===== config.mk =====
export PLATFORM = sky130hd
export DESIGN_NAME = ebts_core
export DESIGN_NICKNAME = d
export VERILOG_FILES = /design/src/pkg/ebts_pkg.sv /design/src/hw/ebts_core.sv
export SDC_FILE = /design/constraint.sdc
export NUM_CORES = 1
export LEC_CHECK = 0
export ABC_CLOCK_PERIOD_IN_PS = 3930
export BUFFER_PORTS_ARGS = -buffer_cell sky130_fd_sc_hd__buf_2
export CORE_ASPECT_RATIO = 1.4
export CORE_MARGIN = 1.5
export CORE_UTILIZATION = 25
export DETAILED_ROUTE_END_ITERATION = 8
export PLACE_DENSITY = 0.52
export SETUP_SLACK_MARGIN = 0.2
export SLEW_MARGIN = 10
export SYNTH_ARGS = -nofsm -noshare
export SYNTH_HDL_FRONTEND = slang
export SYNTH_SLANG_ARGS = --single-unit

===== constraint.sdc =====
create_clock -name ref_clk -period 3.93 [get_ports ref_clk]
set_input_delay 0.1965 -clock ref_clk [delete_from_list [all_inputs] [get_ports ref_clk]]
set_output_delay 0.1965 -clock ref_clk [all_outputs]
set_load 0.02 [all_outputs]

===== src/pkg/ebts_pkg.sv =====
// Constants and types shared by the bus termination and sizing logic.
// Assumes one 100 MHz clock and active-low strobes on the external pins.
`default_nettype none

package ebts_pkg;

	// ----------------------------------------------------------------
	// Remaining-size codes driven on the bus
	// ----------------------------------------------------------------
	localparam logic [1:0] SIZE_LONG  = 2'h0;
	localparam logic [1:0] SIZE_BYTE  = 2'h1;
	localparam logic [1:0] SIZE_WORD  = 2'h2;
	localparam logic [1:0] SIZE_THREE = 2'h3;

	// ----------------------------------------------------------------
	// Byte counts and lane layout
	// ----------------------------------------------------------------
	localparam logic [2:0] BYTES_LONG  = 3'h4;
	localparam logic [2:0] BYTES_THREE = 3'h3;
	localparam logic [2:0] BYTES_WORD  = 3'h2;
	localparam logic [2:0] BYTES_BYTE  = 3'h1;
	localparam int         LANE_HI_MSB = 15;
	localparam int         LANE_HI_LSB = 8;
	localparam int         OFFSET_BIT  = 0;

	// ----------------------------------------------------------------
	// Bus monitor
	// ----------------------------------------------------------------
	localparam int BUS_MONITOR_NS     = 640;
	localparam int CLOCK_PERIOD_NS    = 10;
	localparam int BUS_MONITOR_CYCLES = BUS_MONITOR_NS / CLOCK_PERIOD_NS;

	// ----------------------------------------------------------------
	// Reset values of the pin side
	// ----------------------------------------------------------------
	localparam logic [23:0] ADDR_RESET  = 24'h000000;
	localparam logic [2:0]  SPACE_RESET = 3'h0;

	// ----------------------------------------------------------------
	// Sequencer states
	// ----------------------------------------------------------------
	typedef enum logic [1:0] {
		ST_IDLE,
		ST_RUN,
		ST_GAP,
		ST_HALT
	} ebts_state_t;

endpackage : ebts_pkg

`default_nettype wire


===== src/hw/ebts_core.sv =====
// Cycle termination and dynamic bus sizing for the external bus unit.
// Assumes strobe timing, arbitration and chip selects live elsewhere;
// pin inputs are asynchronous and pass a two-stage synchroniser here.
//
// How it works
// - Acks: 11 wait, 10 byte, 01 word
// - Ack ends cycle and latches data
// - Chip-select may supply ack and autovector
// - Fault when cycle not properly terminated
// - Bus monitor faults our own transfers
// - Halt: single cycle; with fault, retry
// - Halted: data floats, address held
// - No interrupt service while halted
// - Autovector ends interrupt acknowledge only
// - No autovector under external master
// - Long via 16-bit port: two words
// - Long via 8-bit port: four bytes
// - Start each cycle assuming 16-bit port
// - Operand byte 0 first, byte 3 last
// - Address word base, offset, remaining size
// - Byte lane by offset; writes duplicated
// - Misaligned word and long refused
`default_nettype none

module ebts_core #(
	parameter int MONITOR_CYCLES = ebts_pkg::BUS_MONITOR_CYCLES
) (
	// Clock and reset
	input  wire logic        ref_clk,
	input  wire logic        rst_n,
	// Transfer request from the core
	input  wire logic        reqValid,
	input  wire logic        reqWrite,
	input  wire logic [2:0]  reqBytes,
	input  wire logic [23:0] reqAddr,
	input  wire logic [2:0]  reqSpace,
	input  wire logic        reqIntAck,
	input  wire logic [31:0] reqWdata,
	// Response to the core
	output logic             respValid,
	output logic             respFault,
	output logic             respAutoVector,
	output logic [31:0]      respRdata,
	output logic             busIdle,
	output logic             irqServiceHold,
	// Chip-select termination
	input  wire logic        csAckValid,
	input  wire logic        csAckWide,
	input  wire logic        csAutoVector,
	// Arbitration status
	input  wire logic        extMasterOwns,
	// Address, space, size and direction pins
	output logic [23:0]      addrOut,
	output logic             addrOe,
	output logic [2:0]       space_code,
	output logic [1:0]       remaining_size,
	output logic             readNotWrite,
	output logic             cycleActive,
	// Data pins
	input  wire logic [15:0] dataIn,
	output logic [15:0]      dataOut,
	output logic             dataOe,
	// Termination pins, active low
	input  wire logic        port_size_ack_hi_n,
	input  wire logic        port_size_ack_lo_n,
	input  wire logic        auto_vector_request_n,
	input  wire logic        haltRequest_n,
	input  wire logic        busFaultIn_n,
	output logic             busFaultOut,
	output logic             busFaultOe
);

	initial begin
		if (MONITOR_CYCLES < 4 || MONITOR_CYCLES > 255)
			$error("MONITOR_CYCLES out of range");
	end

	// ----------------------------------------------------------------
	// Input synchronisers
	// ----------------------------------------------------------------
	localparam int SYNC_W = 21;
	logic [SYNC_W-1:0] syncMeta;
	logic [SYNC_W-1:0] syncPins;
	wire  [SYNC_W-1:0] rawPins = {dataIn, port_size_ack_hi_n, port_size_ack_lo_n,
	                              auto_vector_request_n, haltRequest_n, busFaultIn_n};

	always_ff @(posedge ref_clk or negedge rst_n) begin
		if (!rst_n) begin
			syncMeta <= '1;
			syncPins <= '1;
		end else begin
			syncMeta <= rawPins;
			syncPins <= syncMeta;
		end
	end

	wire [15:0] dataSync = syncPins[20:5];
	wire        ackHiN   = syncPins[4];
	wire        ackLoN   = syncPins[3];
	wire        avecReq  = ~syncPins[2];
	wire        haltReq  = ~syncPins[1];
	wire        faultPin = ~syncPins[0];

	// ----------------------------------------------------------------
	// State
	// ----------------------------------------------------------------
	ebts_pkg::ebts_state_t state;
	logic [2:0]  remain;
	logic [31:0] wbuf;
	logic [31:0] rbuf;
	logic        retryPending;
	logic        intAck;
	logic [7:0]  monitorCount;

	// ----------------------------------------------------------------
	// Termination decode
	// ----------------------------------------------------------------
	// Pins and data lag two edges: anything sooner is left from the last piece
	wire pinsFresh = (monitorCount >= 8'h02);
	wire extAck8  = ackHiN & ~ackLoN;
	wire extAck16 = ~ackHiN & ackLoN;
	wire ack8  = pinsFresh & (extAck8 | (csAckValid & ~csAckWide));
	wire ack16 = pinsFresh & (extAck16 | (csAckValid & csAckWide));
	wire avecHit = pinsFresh & intAck & (avecReq | csAutoVector) & ~extMasterOwns;
	wire monitorExpired = (monitorCount == 8'(MONITOR_CYCLES - 1));
	// Fault wins even with an ack
	wire faultSeen = (pinsFresh & faultPin) | monitorExpired;
	wire ackSeen   = ack8 | ack16;
	wire running   = (state == ebts_pkg::ST_RUN);

	// ----------------------------------------------------------------
	// Sizing
	// ----------------------------------------------------------------
	function automatic logic [1:0] sizeCode(input logic [2:0] bytesLeft);
		unique case (bytesLeft)
			ebts_pkg::BYTES_LONG:  sizeCode = ebts_pkg::SIZE_LONG;
			ebts_pkg::BYTES_THREE: sizeCode = ebts_pkg::SIZE_THREE;
			ebts_pkg::BYTES_WORD:  sizeCode = ebts_pkg::SIZE_WORD;
			default:               sizeCode = ebts_pkg::SIZE_BYTE;
		endcase
	endfunction : sizeCode

	wire oddAddr = addrOut[ebts_pkg::OFFSET_BIT];
	// Two bytes moved when 16-bit port allows it
	wire twoBytes = ack16 & ~oddAddr & (remain >= ebts_pkg::BYTES_WORD);
	wire [2:0] moved     = twoBytes ? ebts_pkg::BYTES_WORD : ebts_pkg::BYTES_BYTE;
	wire [2:0] remainNew = remain - moved;
	// Word base and offset advance together
	wire [23:0] addrNew  = addrOut + {21'h000000, moved};

	// Byte port on upper lane only
	// 16-bit port odd byte on lower lane
	wire lowLane = ack16 & oddAddr;
	wire [7:0] readByte = lowLane ? dataSync[7:0]
	                              : dataSync[ebts_pkg::LANE_HI_MSB:ebts_pkg::LANE_HI_LSB];
	// Most significant byte shifts in first
	wire [31:0] rbufNew = twoBytes ? {rbuf[15:0], dataSync} : {rbuf[23:0], readByte};
	wire [31:0] wbufNew = twoBytes ? {wbuf[15:0], 16'h0000} : {wbuf[23:0], 8'h00};

	// Write byte duplicated on both lanes
	function automatic logic [15:0] laneData(input logic [31:0] wb, input logic odd,
			input logic [2:0] left);
		laneData = (!odd && left >= ebts_pkg::BYTES_WORD) ? wb[31:16]
		                                                  : {wb[31:24], wb[31:24]};
	endfunction : laneData

	wire [31:0] wbufStart  = reqWdata << (6'(ebts_pkg::BYTES_LONG - reqBytes) * 6'h08);
	wire [15:0] writeLanes = laneData(wbuf, oddAddr, remain);
	wire [15:0] startLanes = laneData(wbufStart, reqAddr[ebts_pkg::OFFSET_BIT], reqBytes);
	wire [15:0] nextLanes  = laneData(wbufNew, addrNew[ebts_pkg::OFFSET_BIT], remainNew);

	// ----------------------------------------------------------------
	// Request acceptance
	// ----------------------------------------------------------------
	// Odd word or long refused
	wire misaligned = reqAddr[ebts_pkg::OFFSET_BIT] & (reqBytes != ebts_pkg::BYTES_BYTE);
	wire badSize    = (reqBytes == 3'h0) | (reqBytes > ebts_pkg::BYTES_LONG);
	wire reqTake    = (state == ebts_pkg::ST_IDLE) & reqValid & ~extMasterOwns;
	wire reqStart   = reqTake & ~misaligned & ~badSize;

	wire cycleEnd  = running & (faultSeen | ackSeen | avecHit);
	wire lastPiece = (remainNew == 3'h0) | avecHit;

	// ----------------------------------------------------------------
	// Sequencer
	// ----------------------------------------------------------------
	ebts_pkg::ebts_state_t next_state;
	always_comb begin
		next_state = state;
		unique case (state)
			ebts_pkg::ST_IDLE:
				if (reqStart)
					next_state = ebts_pkg::ST_RUN;
			ebts_pkg::ST_RUN:
				if (cycleEnd) begin
					if (haltReq)
						next_state = ebts_pkg::ST_HALT;
					else if (faultSeen || lastPiece)
						next_state = ebts_pkg::ST_IDLE;
					else
						next_state = ebts_pkg::ST_GAP;
				end
			ebts_pkg::ST_GAP:
				next_state = ebts_pkg::ST_RUN;
			ebts_pkg::ST_HALT:
				if (!haltReq && !extMasterOwns)
					next_state = (retryPending || remain != 3'h0) ? ebts_pkg::ST_RUN
					                                             : ebts_pkg::ST_IDLE;
		endcase
	end

	always_ff @(posedge ref_clk or negedge rst_n) begin
		if (!rst_n)
			state <= ebts_pkg::ST_IDLE;
		else
			state <= next_state;
	end

	// ----------------------------------------------------------------
	// Operand tracking
	// ----------------------------------------------------------------
	always_ff @(posedge ref_clk or negedge rst_n) begin
		if (!rst_n) begin
			remain       <= 3'h0;
			wbuf         <= 32'h00000000;
			rbuf         <= 32'h00000000;
			retryPending <= 1'b0;
			intAck       <= 1'b0;
		end else if (reqStart) begin
			remain       <= reqBytes;
			wbuf         <= wbufStart;
			rbuf         <= 32'h00000000;
			retryPending <= 1'b0;
			intAck       <= reqIntAck;
		end else if (cycleEnd) begin
			// Fault with halt repeats the cycle
			retryPending <= faultSeen & haltReq;
			if (faultSeen) begin
				if (!haltReq)
					remain <= 3'h0;
			end else if (avecHit) begin
				remain <= 3'h0;
			end else begin
				remain <= remainNew;
				wbuf   <= wbufNew;
				rbuf   <= rbufNew;
			end
		end else if (state == ebts_pkg::ST_HALT && next_state == ebts_pkg::ST_RUN) begin
			retryPending <= 1'b0;
		end
	end

	// ----------------------------------------------------------------
	// Bus monitor
	// ----------------------------------------------------------------
	always_ff @(posedge ref_clk or negedge rst_n) begin
		if (!rst_n)
			monitorCount <= 8'h00;
		else if (running && !cycleEnd)
			monitorCount <= monitorCount + 8'h01;
		else
			monitorCount <= 8'h00;
	end

	// Silent while an external master owns the bus
	always_ff @(posedge ref_clk or negedge rst_n) begin
		if (!rst_n) begin
			busFaultOut <= 1'b1;
			busFaultOe  <= 1'b0;
		end else begin
			busFaultOut <= 1'b0;
			busFaultOe  <= running & monitorExpired & ~faultPin & ~extMasterOwns;
		end
	end

	// ----------------------------------------------------------------
	// Pin drivers
	// ----------------------------------------------------------------
	wire nextRun  = (next_state == ebts_pkg::ST_RUN);
	wire advance  = cycleEnd & ~faultSeen & ~avecHit & ~lastPiece;

	always_ff @(posedge ref_clk or negedge rst_n) begin
		if (!rst_n) begin
			addrOut        <= ebts_pkg::ADDR_RESET;
			space_code     <= ebts_pkg::SPACE_RESET;
			remaining_size <= ebts_pkg::SIZE_LONG;
			readNotWrite   <= 1'b1;
		end else if (reqStart) begin
			addrOut        <= reqAddr;
			space_code     <= reqSpace;
			remaining_size <= sizeCode(reqBytes);
			readNotWrite   <= ~reqWrite;
		end else if (advance) begin
			addrOut        <= addrNew;
			remaining_size <= sizeCode(remainNew);
		end
	end

	// Strobes and data released while halted
	always_ff @(posedge ref_clk or negedge rst_n) begin
		if (!rst_n) begin
			cycleActive <= 1'b0;
			dataOe      <= 1'b0;
			dataOut     <= 16'h0000;
			addrOe      <= 1'b0;
		end else begin
			cycleActive <= nextRun;
			dataOe      <= nextRun & ~readNotWrite & ~reqStart | nextRun & reqStart & reqWrite;
			dataOut     <= reqStart ? startLanes : (advance ? nextLanes : writeLanes);
			addrOe      <= ~extMasterOwns;
		end
	end

	// ----------------------------------------------------------------
	// Core response
	// ----------------------------------------------------------------
	wire refused   = reqTake & (misaligned | badSize);
	wire finishOk  = cycleEnd & ~faultSeen & lastPiece;
	wire finishBad = cycleEnd & faultSeen & ~haltReq;

	always_ff @(posedge ref_clk or negedge rst_n) begin
		if (!rst_n) begin
			respValid      <= 1'b0;
			respFault      <= 1'b0;
			respAutoVector <= 1'b0;
			respRdata      <= 32'h00000000;
			busIdle        <= 1'b1;
			irqServiceHold <= 1'b0;
		end else begin
			respValid      <= refused | finishOk | finishBad;
			respFault      <= refused | finishBad;
			respAutoVector <= finishOk & avecHit;
			if (finishOk && !avecHit)
				respRdata <= rbufNew;
			busIdle        <= (next_state == ebts_pkg::ST_IDLE);
			irqServiceHold <= (next_state == ebts_pkg::ST_HALT);
		end
	end

endmodule : ebts_core

`default_nettype wire


; Yosys cells after proc, flatten, opt, wreduce, memory -nomap -nowiden
; Cells that the tools add are included.
[totals]
register_bits = 201
inputBits = 92
out_inout_bits = 88
elab_cells = 180
[classes]
add_sub_neg = 4
magnitude_cmp = 5
n_eq_ne = 16
shifts = 1
n_mux = 39
bitwise = 65
reduce_logical = 25
[op_table]
columns = op, count
row1 = 32-bit 2-to-1 mux, 6
row2 = 24-bit 2-to-1 mux, 6
row3 = 8-bit 2-to-1 mux, 5
row4 = 1-bit bitwise AND, 35
row5 = 16-bit 2-to-1 mux, 2
row6 = 32-bit by 6-bit << shifter with 32-bit output, 1
row7 = 24-bit by 2-bit adder with 24-bit output, 1
row8 = 2-bit 2-to-1 mux, 8
row9 = 1-bit NOT, 16
row10 = 3-bit 2-to-1 mux, 5
row11 = 1-bit bitwise OR, 14
row12 = 3-bit by 2-bit == test with 1-bit output (second input constant), 4
row13 = 2-bit one-hot mux with 3 select lines, 2
row14 = 3-bit by 2-bit greater-or-equal comparator with 1-bit output (second input constant), 3
row15 = 8-bit by 1-bit adder with 8-bit output (second input constant), 1
row16 = 8-bit by 6-bit == test with 1-bit output (second input constant), 1
row17 = 8-bit by 2-bit greater-or-equal comparator with 1-bit output (second input constant), 1
row18 = 2-bit one-hot mux with 4 select lines, 1
row19 = 1-bit logical AND, 7
row20 = 2-bit == test (second input constant), 3
row21 = 3-bit == test (second input constant), 2
row22 = 1-bit zero test, 6
row23 = 3-bit zero test, 2
row24 = 3-bit nonzero test, 2
row25 = other kinds (13), 21

; Longest topological paths before layout
; Gate-level depths: netlist of the first run.
[depth]
depth_word = 20
mapped_depth = 16
depth_no_buf = 13

; Worst setup path after synthesis of the first run
; OpenSTA, ideal clock, no wires.
[synth_path]
path_kind = flip-flop to flip-flop
from = register addrOut[0]
to = register addrOut[20]
setup_time_ns = 0.137
arrival_ns = 3.523
t_required_ns = 3.793
path_slack_ns = 0.270
stages_incl_launch_ff = 15
n_path_buf = 4
synth_period_minus_slack_ns = 3.660
cell_sequence = dfrtp_1 > o21bai_1 > buf_2 > a211o_1 > buf_2 > buf_1 > ha_1 > fa_1 > xnor2_1 > a31o_1 > a211o_4 > buf_6 > nor4_4 > xnor2_1 > a21oi_1
[synth_between]
elab_chain_cells = 10
word_cells_on_any_way = 13
cone_classes = 2 x add/sub / 3 x mux / 6 x bitwise / 2 x reduce/logical
[synth_lines]
columns = item, line_no
row1 = "start, declared", ebts_core.sv:53  ; output logic [23:0] addrOut,
row2 = "start signal, assigned", ebts_core.sv:284  ; addrOut <= ebts_pkg::ADDR_RESET;
row3 = "start signal, assigned", ebts_core.sv:289  ; addrOut <= reqAddr;
row4 = "start signal, assigned", ebts_core.sv:294  ; addrOut <= addrNew;
row5 = "parallel branches: the longest is 10 deep, another holds 24-bit by 2-bit adder with 24-bit output", --
; Parallel ways; which one is timed is not known. The select of a mux whose other input is x is not followed.
; A chain may end at the register's enable or synchronous reset.

; Worst setup path after layout of the first run
[layout_path]
from = register monitorCount[0]
to = register addrOut[7]
[layout_between]
elab_chain_cells = 11
word_cells_on_any_way = 29
cone_classes = 2 x add/sub / 1 x order compare / 1 x eq/ne / 3 x mux / 20 x bitwise / 2 x reduce/logical
[layout_lines]
columns = item, line_no
row1 = "start, declared", ebts_core.sv:113  ; logic [7:0] monitorCount;
row2 = "start signal, assigned", ebts_core.sv:260  ; monitorCount <= monitorCount + 8'h01;
row3 = "parallel branches: the longest is 11 deep, another holds 24-bit by 2-bit adder with 24-bit output", --
; Parallel ways; which one is timed is not known. The select of a mux whose other input is x is not followed.

==> impl_summary.txt, run 1 <==
----------------------------------------------------
[STA]
  Fmax ... 282 MHz
  Worst-margin pin slew ... 1030 ps
  Final TNS setup ... 0 ps
  Slew Limit Fails ... 0
  Relative max-transition margin ... 30.8%
  Final period demand of the worst path ... 3550 ps
  Tcrit/Tclk final ... 90.3%
  Fin Clk Skew ... 7.65 ps
  Unrepaired setup endpoints after global routing ... yes
  Number of endpoints with negative hold slack in the final report ... 0
  Final setup violating endpoints ... 0

[Drt]
  Detailed Routing Iterations Pass 1 ... 6
  Final routed DRC violation total ... 0
  Per-cell via count in the routed design ... 4.82
  Number of nets with antenna violations after routing ... 0
  DR iter-0 viols ... 464
  Total number of vias ... 8029
  WL/cell ... 17.6 um
  Final wirelength ... 29.2 mm

[Pwr]
  Power per standard cell area ... 704 nW/um^2
  Net Sw Power ... 3.44 mW
  Share of total power in sequential cells ... 37.5%
  Internal ... 5.24 mW
  Highest ir drop seen on vdd ... 0.000330 V
  Switching share of power ... 39.7%
  Share of total power in combinational logic ... 38.1%
  Cell leakage power ... 5.37 nW
  Sum of internal, switching and leakage power ... 8.68 mW
  Clock power share ... 24.3%

[Floorplan]
  Core Footprint ... 37600 sq um
  Placement row count ... 84
  Die Ht ... 235 um
  Area enclosed by the die boundary ... 39500 sq um
  Starting density of the core ... 25.4%
  I/O pins ... 180
  Horiz. Die Dim ... 168 um

[Logic synthesis]
  Mapped Area ... 9570 sq um
  Synth async-reset ratio ... 100%
  Synthesized netlist net count ... 1052
  Post-synthesis instance total ... 949
  Post-synthesis area per instance ... 10.1 sq um
  Number of synthesized flops with an enable pin ... 0
  Part of the Yosys area used for sequential elements ... 53.1%
  Post-synth cell types ... 69
  Total of flip-flops plus latches after synthesis ... 201
  Synth warn ... 0
  Most used flip-flop cell after synthesis ... dfrtp_1

[Critical path]
  Worst Path Max Fanout ... 15
  CP arrival ... 3960 ps
  Crit path launch type ... flip-flop
  Depth of the most critical reg-to-reg path ... 13
  Crit end category ... flip-flop
  Reg2Reg Launch Point ... monitorCount[0]
  Critical path class ... reg2reg
  CP Data Required Time ... 4340 ps
  Critical Path Source ... monitorCount[0]

[Worst hold path]
  Startpoint of the worst hold path ... reqBytes[0]
  Cell depth of the worst min-delay path ... 3
  Worst min-delay path class ... in2reg

[Global route]
  Pin count of the biggest net entering global routing ... 90
  Global-route wire length before repair ... 45.5 mm
  Congestion Overflow GR ... 0
  Via count of the first global-routing pass ... 8182
  Antenna violations before repair ... 9
  Overall global routing resource usage ... 14.7%

[Clocking]
  Clock input transition at the sequential cells of the worst setup and hold paths ... 60 ps
  TritonCTS sink count ... 201
  TritonCTS clock tree ... yes
  Max clock buf depth ... 3
  CTS root buf ... clkbuf_16
  CTS HTree Levels ... 1
  Inserted Clock Buffers ... 23
  Clock insertion delay at the later pin of the skew report ... 520 ps
  Buffers inserted during post-CTS setup optimization ... 0

[Placement]
  Port-buffer cells ... 179
  Placed wire-length estimate after detailed placement ... 20.3 mm
  GP Congestion ... 0.826

[Layout]
  Commonest non-fill, non-tap cells in the layout ... 179 x buf_2, 156 x dfrtp_1, 128 x nand2_1, 100 x o21ai_0, 78 x nor2_1
  Number of nets at the end of the flow ... 1277
  Fraction of final layout cells with drive strength greater than 1 ... 26.0%
  Leading cell type in the layout, fill and taps excluded ... buf_2
  Synth-to-Final Area Change ... 28.9%

[Status]
  Run status ... completed

[Run]
  Maxcap violations ... 0

----------------------------------------------------
kinds of logic (layout without fill, tap and decap cells):
| family | count (synthesis) | after routing | share of synthesized area (%) |
|---|---|---|---|
| XOR/XNOR | 23 | 23 | 2.10 |
| flip-flops | 201 | 201 | 53.1 |
| adder cells (fa/ha/maj) | 11 | 11 | 1.52 |
| multiplexers | 67 | 67 | 7.02 |
| AO/OA/AOI/OAI | 255 | 255 | 17.3 |
| AND/OR/NAND/NOR | 315 | 315 | 15.5 |
| buffers and inverters | 76 | 318 | 3.39 |
| other | 1 | 3 | 0.0392 |
cell usage after synthesis, types with 4 or more instances:
cell type  number  area, sq um
inv_1          17         63.8
o21a_1          4         30.0
nor4_1          7         43.8
nand3_1        32          160
a31oi_1        12         75.1
and3_1          6         37.5
nor2b_1        11         68.8
o21ai_0       100          500
a2bb2oi_1       7         61.3
o22ai_1        12         75.1
buf_2          25          125
nor3_1         15         75.1
nor2_1         79          297
a221o_1         8         80.1
o211ai_1        7         52.6
a21oi_1        27          135
mux2i_1        66          661
dfrtp_1       156         3900
a211oi_1       34          255
buf_1           5         18.8
dfstp_2        45         1180
ha_1           10          125
xnor2_1        19          166
a22o_1          8         70.1
clkbuf_1       27          101
nand2_1       129          484
o22a_1          7         61.3
nand4_1         4         25.0
or2_2           6         37.5
xor2_1          4         35.0
nand2b_1        4         25.0
sequential cells by signal, summed over array words and instances (netlist names), 2 cells and up:
register        count
respRdata          32
wbuf               32
addrOut            24
rbuf               24
syncMeta           21
syncPins           21
dataOut            16
monitorCount        8
remain              3
space_code          3
remaining_size      2
state               2
critical path, stage by stage, from the launching register on:
cell and delay, ps:
dfrtp_1 400, inv_1 60, ha_1 200, nor4_2 200, and2_1 230, a211o_1 200, ha_1 200, fa_1 490
a31o_1 300, a211o_4 400, nor2_2 200, buf_2 300, a41o_1 200, nor2_1 40
metal layers:
metal | GRT usage, % | share of wire [%] | vias to the layer above
met3 | 3.11 | 5.5 | 50
li1 | - | - | 3846
met1 | 16.6 | 40 | 3899
met5 | 0 | 0.30 | -
met2 | 27.4 | 52 | 218
met4 | 4.63 | 2.3 | 16
through the flow:
stage               hold WS (ps)  setup slack [ps]  cell area (sq um)  cells  util, %
finish                      30.6               382              12300   1666     32.8
global route                38.8               146              12300   1665     32.8
CTS                         5.82               302              12300   1663     32.7
detailed placement           238               328              11000   1563     29.2
global placement             238               377              11000   1563     29.2
floorplan                  -99.1               270               9570    949        -
final timing paths:
| kind | endpoint | slack [ps] |
|---|---|---|
| setup / recovery | addrOut[7] | 380 |
| hold / removal | remain[0] | 30 |
| setup reg to reg | addrOut[7] | 380 |
| hold reg to reg | syncPins[19] | 350 |
| max in group asynchronous | dataOut[11] | 2600 |
| min in group asynchronous | space_code[2] | 220 |
power by group through the flow:
stage               Combinational, mW  Sequential (mW)  Clock (mW)
floorplan                        1.86             3.57           0
global placement                 3.18             3.28           0
detailed placement               3.24             3.29           0
CTS                              3.30             3.26        2.19
global route                     3.69             3.36        2.25
finish                           3.31             3.26        2.11
final cells by class:
| type | instances | area [sq um] |
|---|---|---|
| Fill cell | 3857 | 25300 |
| Antenna cell | 2 | 5.00 |
| Timing Repair Buffer | 258 | 1660 |
| Tap cell | 473 | 592 |
| Clock inverter | 10 | 88.8 |
| Inverter | 18 | 67.6 |
| Clock buffer | 32 | 639 |
| Sequential cell | 201 | 5090 |
| Multi-Input combinational cell | 672 | 4200 |
repair_timing:
action / in CTS / in global routing
hold buffers: 58 / 0
resized for setup: 0 / 8
endpoints found under the hold margin: 105 / 0
setup endpoints to repair: 0 / 54
No activity file was read; power rests on OpenSTA's default activity.
==> run 2: changes to the inputs <==
--- a/config.mk
+++ b/config.mk
@@ -11,7 +11,6 @@
 export CORE_MARGIN = 1.5
 export CORE_UTILIZATION = 25
 export DETAILED_ROUTE_END_ITERATION = 8
-export PLACE_DENSITY = 0.52
 export SETUP_SLACK_MARGIN = 0.2
 export SLEW_MARGIN = 10
 export SYNTH_ARGS = -nofsm -noshare
==> run 2 against run 1 <==
Compared with the run above: die area is the same; combinational power up 2%; largest power group unchanged; critical path depth increased by 1; register-to-register slack gained 20 ps; total power up 3.9%; wire length shrank 2.6%; non-clock buffer count is 2 higher; via count about the same.
==> impl_summary.txt, run 2 (synthesized netlist as in run 1, its figures left out) <==
----------------------------------------------------
[Status]
  Run status ... completed

[Layout]
  Post-layout utilization of the core ... 33.3%
  Synth-to-Final Area Change ... 30.7%
  Commonest non-fill, non-tap cells in the layout ... 178 x buf_2, 156 x dfrtp_1, 128 x nand2_1, 99 x o21ai_0, 78 x nor2_1
  Fraction of final layout cells with drive strength greater than 1 ... 26.7%
  Leading cell type in the layout, fill and taps excluded ... buf_2
  Final design instance area without fill ... 12500 sq um
  Number of nets at the end of the flow ... 1279
  Fillers ... 3863
  Largest registers in the final layout ... respRdata x32, wbuf x32

[Critical path]
  Depth of the most critical reg-to-reg path ... 14
  CP arrival ... 3940 ps
  Worst Path Max Fanout ... 15
  End of the worst register-to-register path ... addrOut[3]
  Crit end category ... flip-flop
  Crit path launch type ... flip-flop
  Reg2Reg Launch Point ... monitorCount[0]
  Critical path class ... reg2reg
  Biggest cell delay along the critical path ... 420 ps
  Critical Path Source ... monitorCount[0]
  CP most frequent cell ... ha_1
  Critical Path, Cell by Cell ... inv_1 > ha_1 > nor4_2 > and2_1 > a211o_1 > ha_1 > fa_1 > xnor2_1 > a31o_1 > a211o_4 > nor2_2 > buf_6 > a21oi_1 > o221a_2
  CP Data Required Time ... 4340 ps
  Crit-path slowest cell ... dfrtp_1
  Worst-case register-to-register setup slack ... 400 ps

[Pwr]
  Share of total power in sequential cells ... 36.0%
  Switching share of power ... 38.6%
  Highest ir drop seen on vdd ... 0.000373 V
  Sum of internal, switching and leakage power ... 9.02 mW
  Internal ... 5.54 mW
  Net Sw Power ... 3.48 mW
  Clock power share ... 26.8%
  Power per standard cell area ... 721 nW/um^2
  Share of total power in combinational logic ... 37.3%
  Cell leakage power ... 5.42 nW

[STA]
  Final period demand of the worst path ... 3530 ps
  Relative max-transition margin ... 27.8%
  Hold Slack ... 33.0 ps
  Unrepaired setup endpoints after global routing ... yes
  Number of endpoints with negative hold slack in the final report ... 0
  Tcrit/Tclk final ... 89.8%
  Fin Clk Skew ... 17.1 ps
  Worst-margin pin slew ... 1070 ps
  Slew Limit Fails ... 0
  Final setup violating endpoints ... 0
  Fmax ... 283 MHz
  Final TNS setup ... 0 ps

[Worst hold path]
  Worst min-delay path class ... in2reg
  Cell depth of the worst min-delay path ... 3
  End point of the worst hold path ... addrOut[2]
  Startpoint of the worst hold path ... reqAddr[2]

[Drt]
  DR iter-0 viols ... 456
  Final wirelength ... 28.5 mm
  Total number of vias ... 8027
  Number of nets with antenna violations after routing ... 0
  Per-cell via count in the routed design ... 4.80
  Detailed Routing Iterations Pass 1 ... 5
  WL/cell ... 17.0 um
  Final routed DRC violation total ... 0

[Floorplan]
  Area enclosed by the die boundary ... 39500 sq um
  Core Footprint ... 37600 sq um
  Placement row count ... 84
  Horiz. Die Dim ... 168 um
  Starting density of the core ... 25.4%
  I/O pins ... 180
  Die Ht ... 235 um

[Global route]
  Congestion Overflow GR ... 0
  Global-route wire length before repair ... 43.7 mm
  Via count of the first global-routing pass ... 7930
  Antenna violations before repair ... 13
  Pin count of the biggest net entering global routing ... 102
  Overall global routing resource usage ... 14.1%

[Clocking]
  Inserted Clock Buffers ... 23
  Max clock buf depth ... 3
  TritonCTS clock tree ... yes
  Clock input transition at the sequential cells of the worst setup and hold paths ... 70 ps
  CTS root buf ... clkbuf_16
  TritonCTS sink count ... 201
  CTS HTree Levels ... 1
  Clock insertion delay at the later pin of the skew report ... 530 ps
  Buffers inserted during post-CTS setup optimization ... 0

[Placement]
  Cell area reported after detailed placement ... 11000 sq um
  Port-buffer cells ... 179
  Placed wire-length estimate after detailed placement ... 20.0 mm
  GP Congestion ... 0.800

[Run]
  Maxcap violations ... 0

----------------------------------------------------
[run 2: cell type report]
type	instances	area, sq um	share of cell area (%)
repair buffers	260	1690	13.5
multi-input cells	672	4220	33.7
inverters	18	67.6	0.540
flip-flops and latches	201	5090	40.6
well taps	473	592	4.73
clock inverters	17	259	2.07
diodes	6	15.0	0.120
clock buffers	24	589	4.71
[run 2: timing repair]
item / 4_1_cts / 5_1_grt
setup endpoints to repair: 0 / 57
hold buffers: 59 / 0
gates resized for setup: 0 / 14
hold endpoints to repair: 127 / 0
[run 2: metrics by stage]
stage               cells  setup WS [ps]
global route         1670            185
CTS                  1664            228
global placement     1564            344
detailed placement   1564            244
finish               1671            400
floorplan             949            270
[run 2: power by group through the flow]
stage / combinational, mW / clock, mW / sequential (mW)
2_1_floorplan: 1.86 / 0 / 3.57
3_3_place_gp: 3.20 / 0 / 3.25
3_5_place_dp: 3.27 / 0 / 3.27
4_1_cts: 3.33 / 2.48 / 3.24
5_1_grt: 3.71 / 2.55 / 3.33
6_report: 3.36 / 2.41 / 3.24
[run 2: worst max-delay path by stage]
| stage | end | cells past startpoint |
|---|---|---|
| after floorplan | addrOut[20] | 14 |
| after global placement | addrOut[20] | 14 |
| after detailed placement | addrOut[20] | 14 |
| after CTS | addrOut[20] | 14 |
| after global routing | addrOut[3] | 14 |
| final | addrOut[3] | 14 |
[run 2: per-layer routing]
metal	track usage, %	up-vias	routed length [um]
met2	24.9	232	14200
met4	6.00	14	1060
met1	16.5	3850	11500
met5	0	-	87
li1	-	3853	-
met3	3.19	78	1590
[run 2: critical path, delay by kind of cell (launching register included)]
| kind | cells | cell delay (ps) |
|---|---|---|
| flip-flops | 1 | 420 |
| AO/OA/AOI/OAI | 5 | 1310 |
| adder cells (fa/ha/maj) | 3 | 800 |
| XOR/XNOR | 1 | 170 |
| AND/OR/NAND/NOR | 3 | 430 |
| buffers and inverters | 2 | 280 |
==> run 3: changes to the inputs <==
--- a/config.mk
+++ b/config.mk
@@ -7,10 +7,13 @@
 export LEC_CHECK = 0
 export ABC_CLOCK_PERIOD_IN_PS = 3930
 export BUFFER_PORTS_ARGS = -buffer_cell sky130_fd_sc_hd__buf_2
+export CELL_PAD_IN_SITES_DETAIL_PLACEMENT = 0
+export CELL_PAD_IN_SITES_GLOBAL_PLACEMENT = 2
 export CORE_ASPECT_RATIO = 1.4
 export CORE_MARGIN = 1.5
 export CORE_UTILIZATION = 25
 export DETAILED_ROUTE_END_ITERATION = 8
+export PLACE_DENSITY_LB_ADDON = 0.1
 export SETUP_SLACK_MARGIN = 0.2
 export SLEW_MARGIN = 10
 export SYNTH_ARGS = -nofsm -noshare
==> run 3 against run 2 <==
Compared with the run above: critical path depth shrank 1; via count shrank 0.65%; combinational power is 1% higher; cell area rose by 1.0%; sequential power about the same; worst hold slack better by 9.3 ps; final cell count rose by 0.72%; sequential cell count unchanged; utilization increased by 0.34 points.
==> impl_summary.txt, run 3 (synthesized netlist as in run 1, its figures left out) <==
----------------------------------------------------
[Status]
  Run status ... completed

[Floorplan]
  I/O pins ... 180
  Area enclosed by the die boundary ... 39500 sq um
  Core Footprint ... 37600 sq um
  Die Ht ... 235 um
  Starting density of the core ... 25.4%
  Horiz. Die Dim ... 168 um
  Placement row count ... 84

[Drt]
  DR iter-0 viols ... 310
  Final routed DRC violation total ... 0
  Number of nets with antenna violations after routing ... 0
  Total number of vias ... 7975
  Per-cell via count in the routed design ... 4.74
  Final wirelength ... 32.0 mm
  Detailed Routing Iterations Pass 1 ... 5
  WL/cell ... 19.0 um

[Run]
  Maxcap violations ... 0

[Clocking]
  TritonCTS sink count ... 201
  Clock input transition at the sequential cells of the worst setup and hold paths ... 60 ps
  Max clock buf depth ... 3
  Clock insertion delay at the later pin of the skew report ... 540 ps
  CTS root buf ... clkbuf_16
  Inserted Clock Buffers ... 25
  CTS HTree Levels ... 1
  TritonCTS clock tree ... yes

[Layout]
  Fraction of final layout cells with drive strength greater than 1 ... 26.8%
  Number of nets at the end of the flow ... 1290
  Synth-to-Final Area Change ... 32.0%
  Largest registers in the final layout ... respRdata x32, wbuf x32
  Leading cell type in the layout, fill and taps excluded ... buf_2
  Fillers ... 3921
  Commonest non-fill, non-tap cells in the layout ... 178 x buf_2, 156 x dfrtp_1, 129 x nand2_1, 100 x o21ai_0, 78 x nor2_1
  Number of non-filler instances in the completed layout ... 1683

[Pwr]
  Power per standard cell area ... 729 nW/um^2
  Cell leakage power ... 5.50 nW
  Highest ir drop seen on vdd ... 0.000304 V
  Sum of internal, switching and leakage power ... 9.22 mW

[STA]
  Final setup violating endpoints ... 0
  Worst-margin pin slew ... 896 ps
  Fmax ... 278 MHz
  Final period demand of the worst path ... 3600 ps
  Final TNS setup ... 0 ps
  Slew Limit Fails ... 0
  Tcrit/Tclk final ... 91.6%
  Fin Clk Skew ... 22.7 ps
  Unrepaired setup endpoints after global routing ... yes
  Relative max-transition margin ... 40.1%
  Hold Slack ... 42.3 ps
  Number of endpoints with negative hold slack in the final report ... 0

[Critical path]
  Critical path class ... reg2reg
  Worst Path Max Fanout ... 15
  Crit end category ... flip-flop
  Crit path launch type ... flip-flop
  CP Data Required Time ... 4340 ps
  CP arrival ... 4010 ps

[Global route]
  Via count of the first global-routing pass ... 8234
  Overall global routing resource usage ... 16.2%
  Congestion Overflow GR ... 0
  Pin count of the biggest net entering global routing ... 86
  Global-route wire length before repair ... 49.2 mm
  Antenna violations before repair ... 10

[Placement]
  Placed insts ... 1570
  GP Congestion ... 0.756
  Port-buffer cells ... 179
  Placed wire-length estimate after detailed placement ... 22.1 mm

[Worst hold path]
  Worst min-delay path class ... in2reg

----------------------------------------------------
-- run 3: area by class of cell --
type / instances / area, sq um / share of cell area (%)
multi-input combinational: 672 / 4220 / 33.4
inverter: 18 / 67.6 / 0.535
sequential: 201 / 5090 / 40.2
clock inverter: 11 / 189 / 1.49
clock buffer: 35 / 713 / 5.64
tap: 473 / 592 / 4.68
antenna: 4 / 10.0 / 0.0792
timing repair buffer: 269 / 1760 / 14.0
-- run 3: power breakdown --
part / internal (mW) / switching [mW]
Clock: 1.59 / 0.946
Combinational: 1.34 / 2.07
Sequential: 2.74 / 0.528
Total: 5.67 / 3.55
-- run 3: what timing repair did --
action,in CTS,in global routing
endpoints found under the setup margin,0,25
hold buffers,60,0
setup buffers,0,2
gates resized for setup,0,10
hold endpoints to repair,119,0
-- run 3: layer usage --
layer | global-route usage [%] | share of wire, %
met4 | 4.10 | 1.6
met2 | 29.1 | 50
met5 | 0 | 0.22
met3 | 3.61 | 5.3
met1 | 19.5 | 43
-- run 3: final timing paths --
kind / end / startpoint / cells after the start / slack, ps
setup / recovery: addrOut[12] / monitorCount[0] / 13 / 330
hold / removal: addrOut[7] / reqAddr[7] / 4 / 40
setup reg to reg: addrOut[12] / monitorCount[0] / 13 / 330
hold reg to reg: syncPins[1] / syncMeta[1] / 0 / 350
max in group asynchronous: syncMeta[18] / rst_n / 3 / 2600
min in group asynchronous: dataOe / rst_n / 2 / 270
-- run 3: critical path, stage by stage (launching register included) --
cell	delay, ps
dfrtp_1	410
inv_1	70
ha_1	200
nor4_4	50
and2_1	190
a211o_1	300
ha_1	220
fa_1	420
xnor2_1	160
a31o_1	280
a211o_4	400
nor4_1	490
xnor2_1	170
o21ai_0	80
-- run 3: stage by stage --
| stage | setup WS [ps] | utilization (%) | cell area (sq um) |
|---|---|---|---|
| CTS | 269 | 33.4 | 12600 |
| detailed placement | 278 | 29.4 | 11100 |
| global route | 189 | 33.6 | 12600 |
| floorplan | 270 | - | 9570 |
| global placement | 343 | 29.4 | 11100 |
| finish | 331 | 33.6 | 12600 |
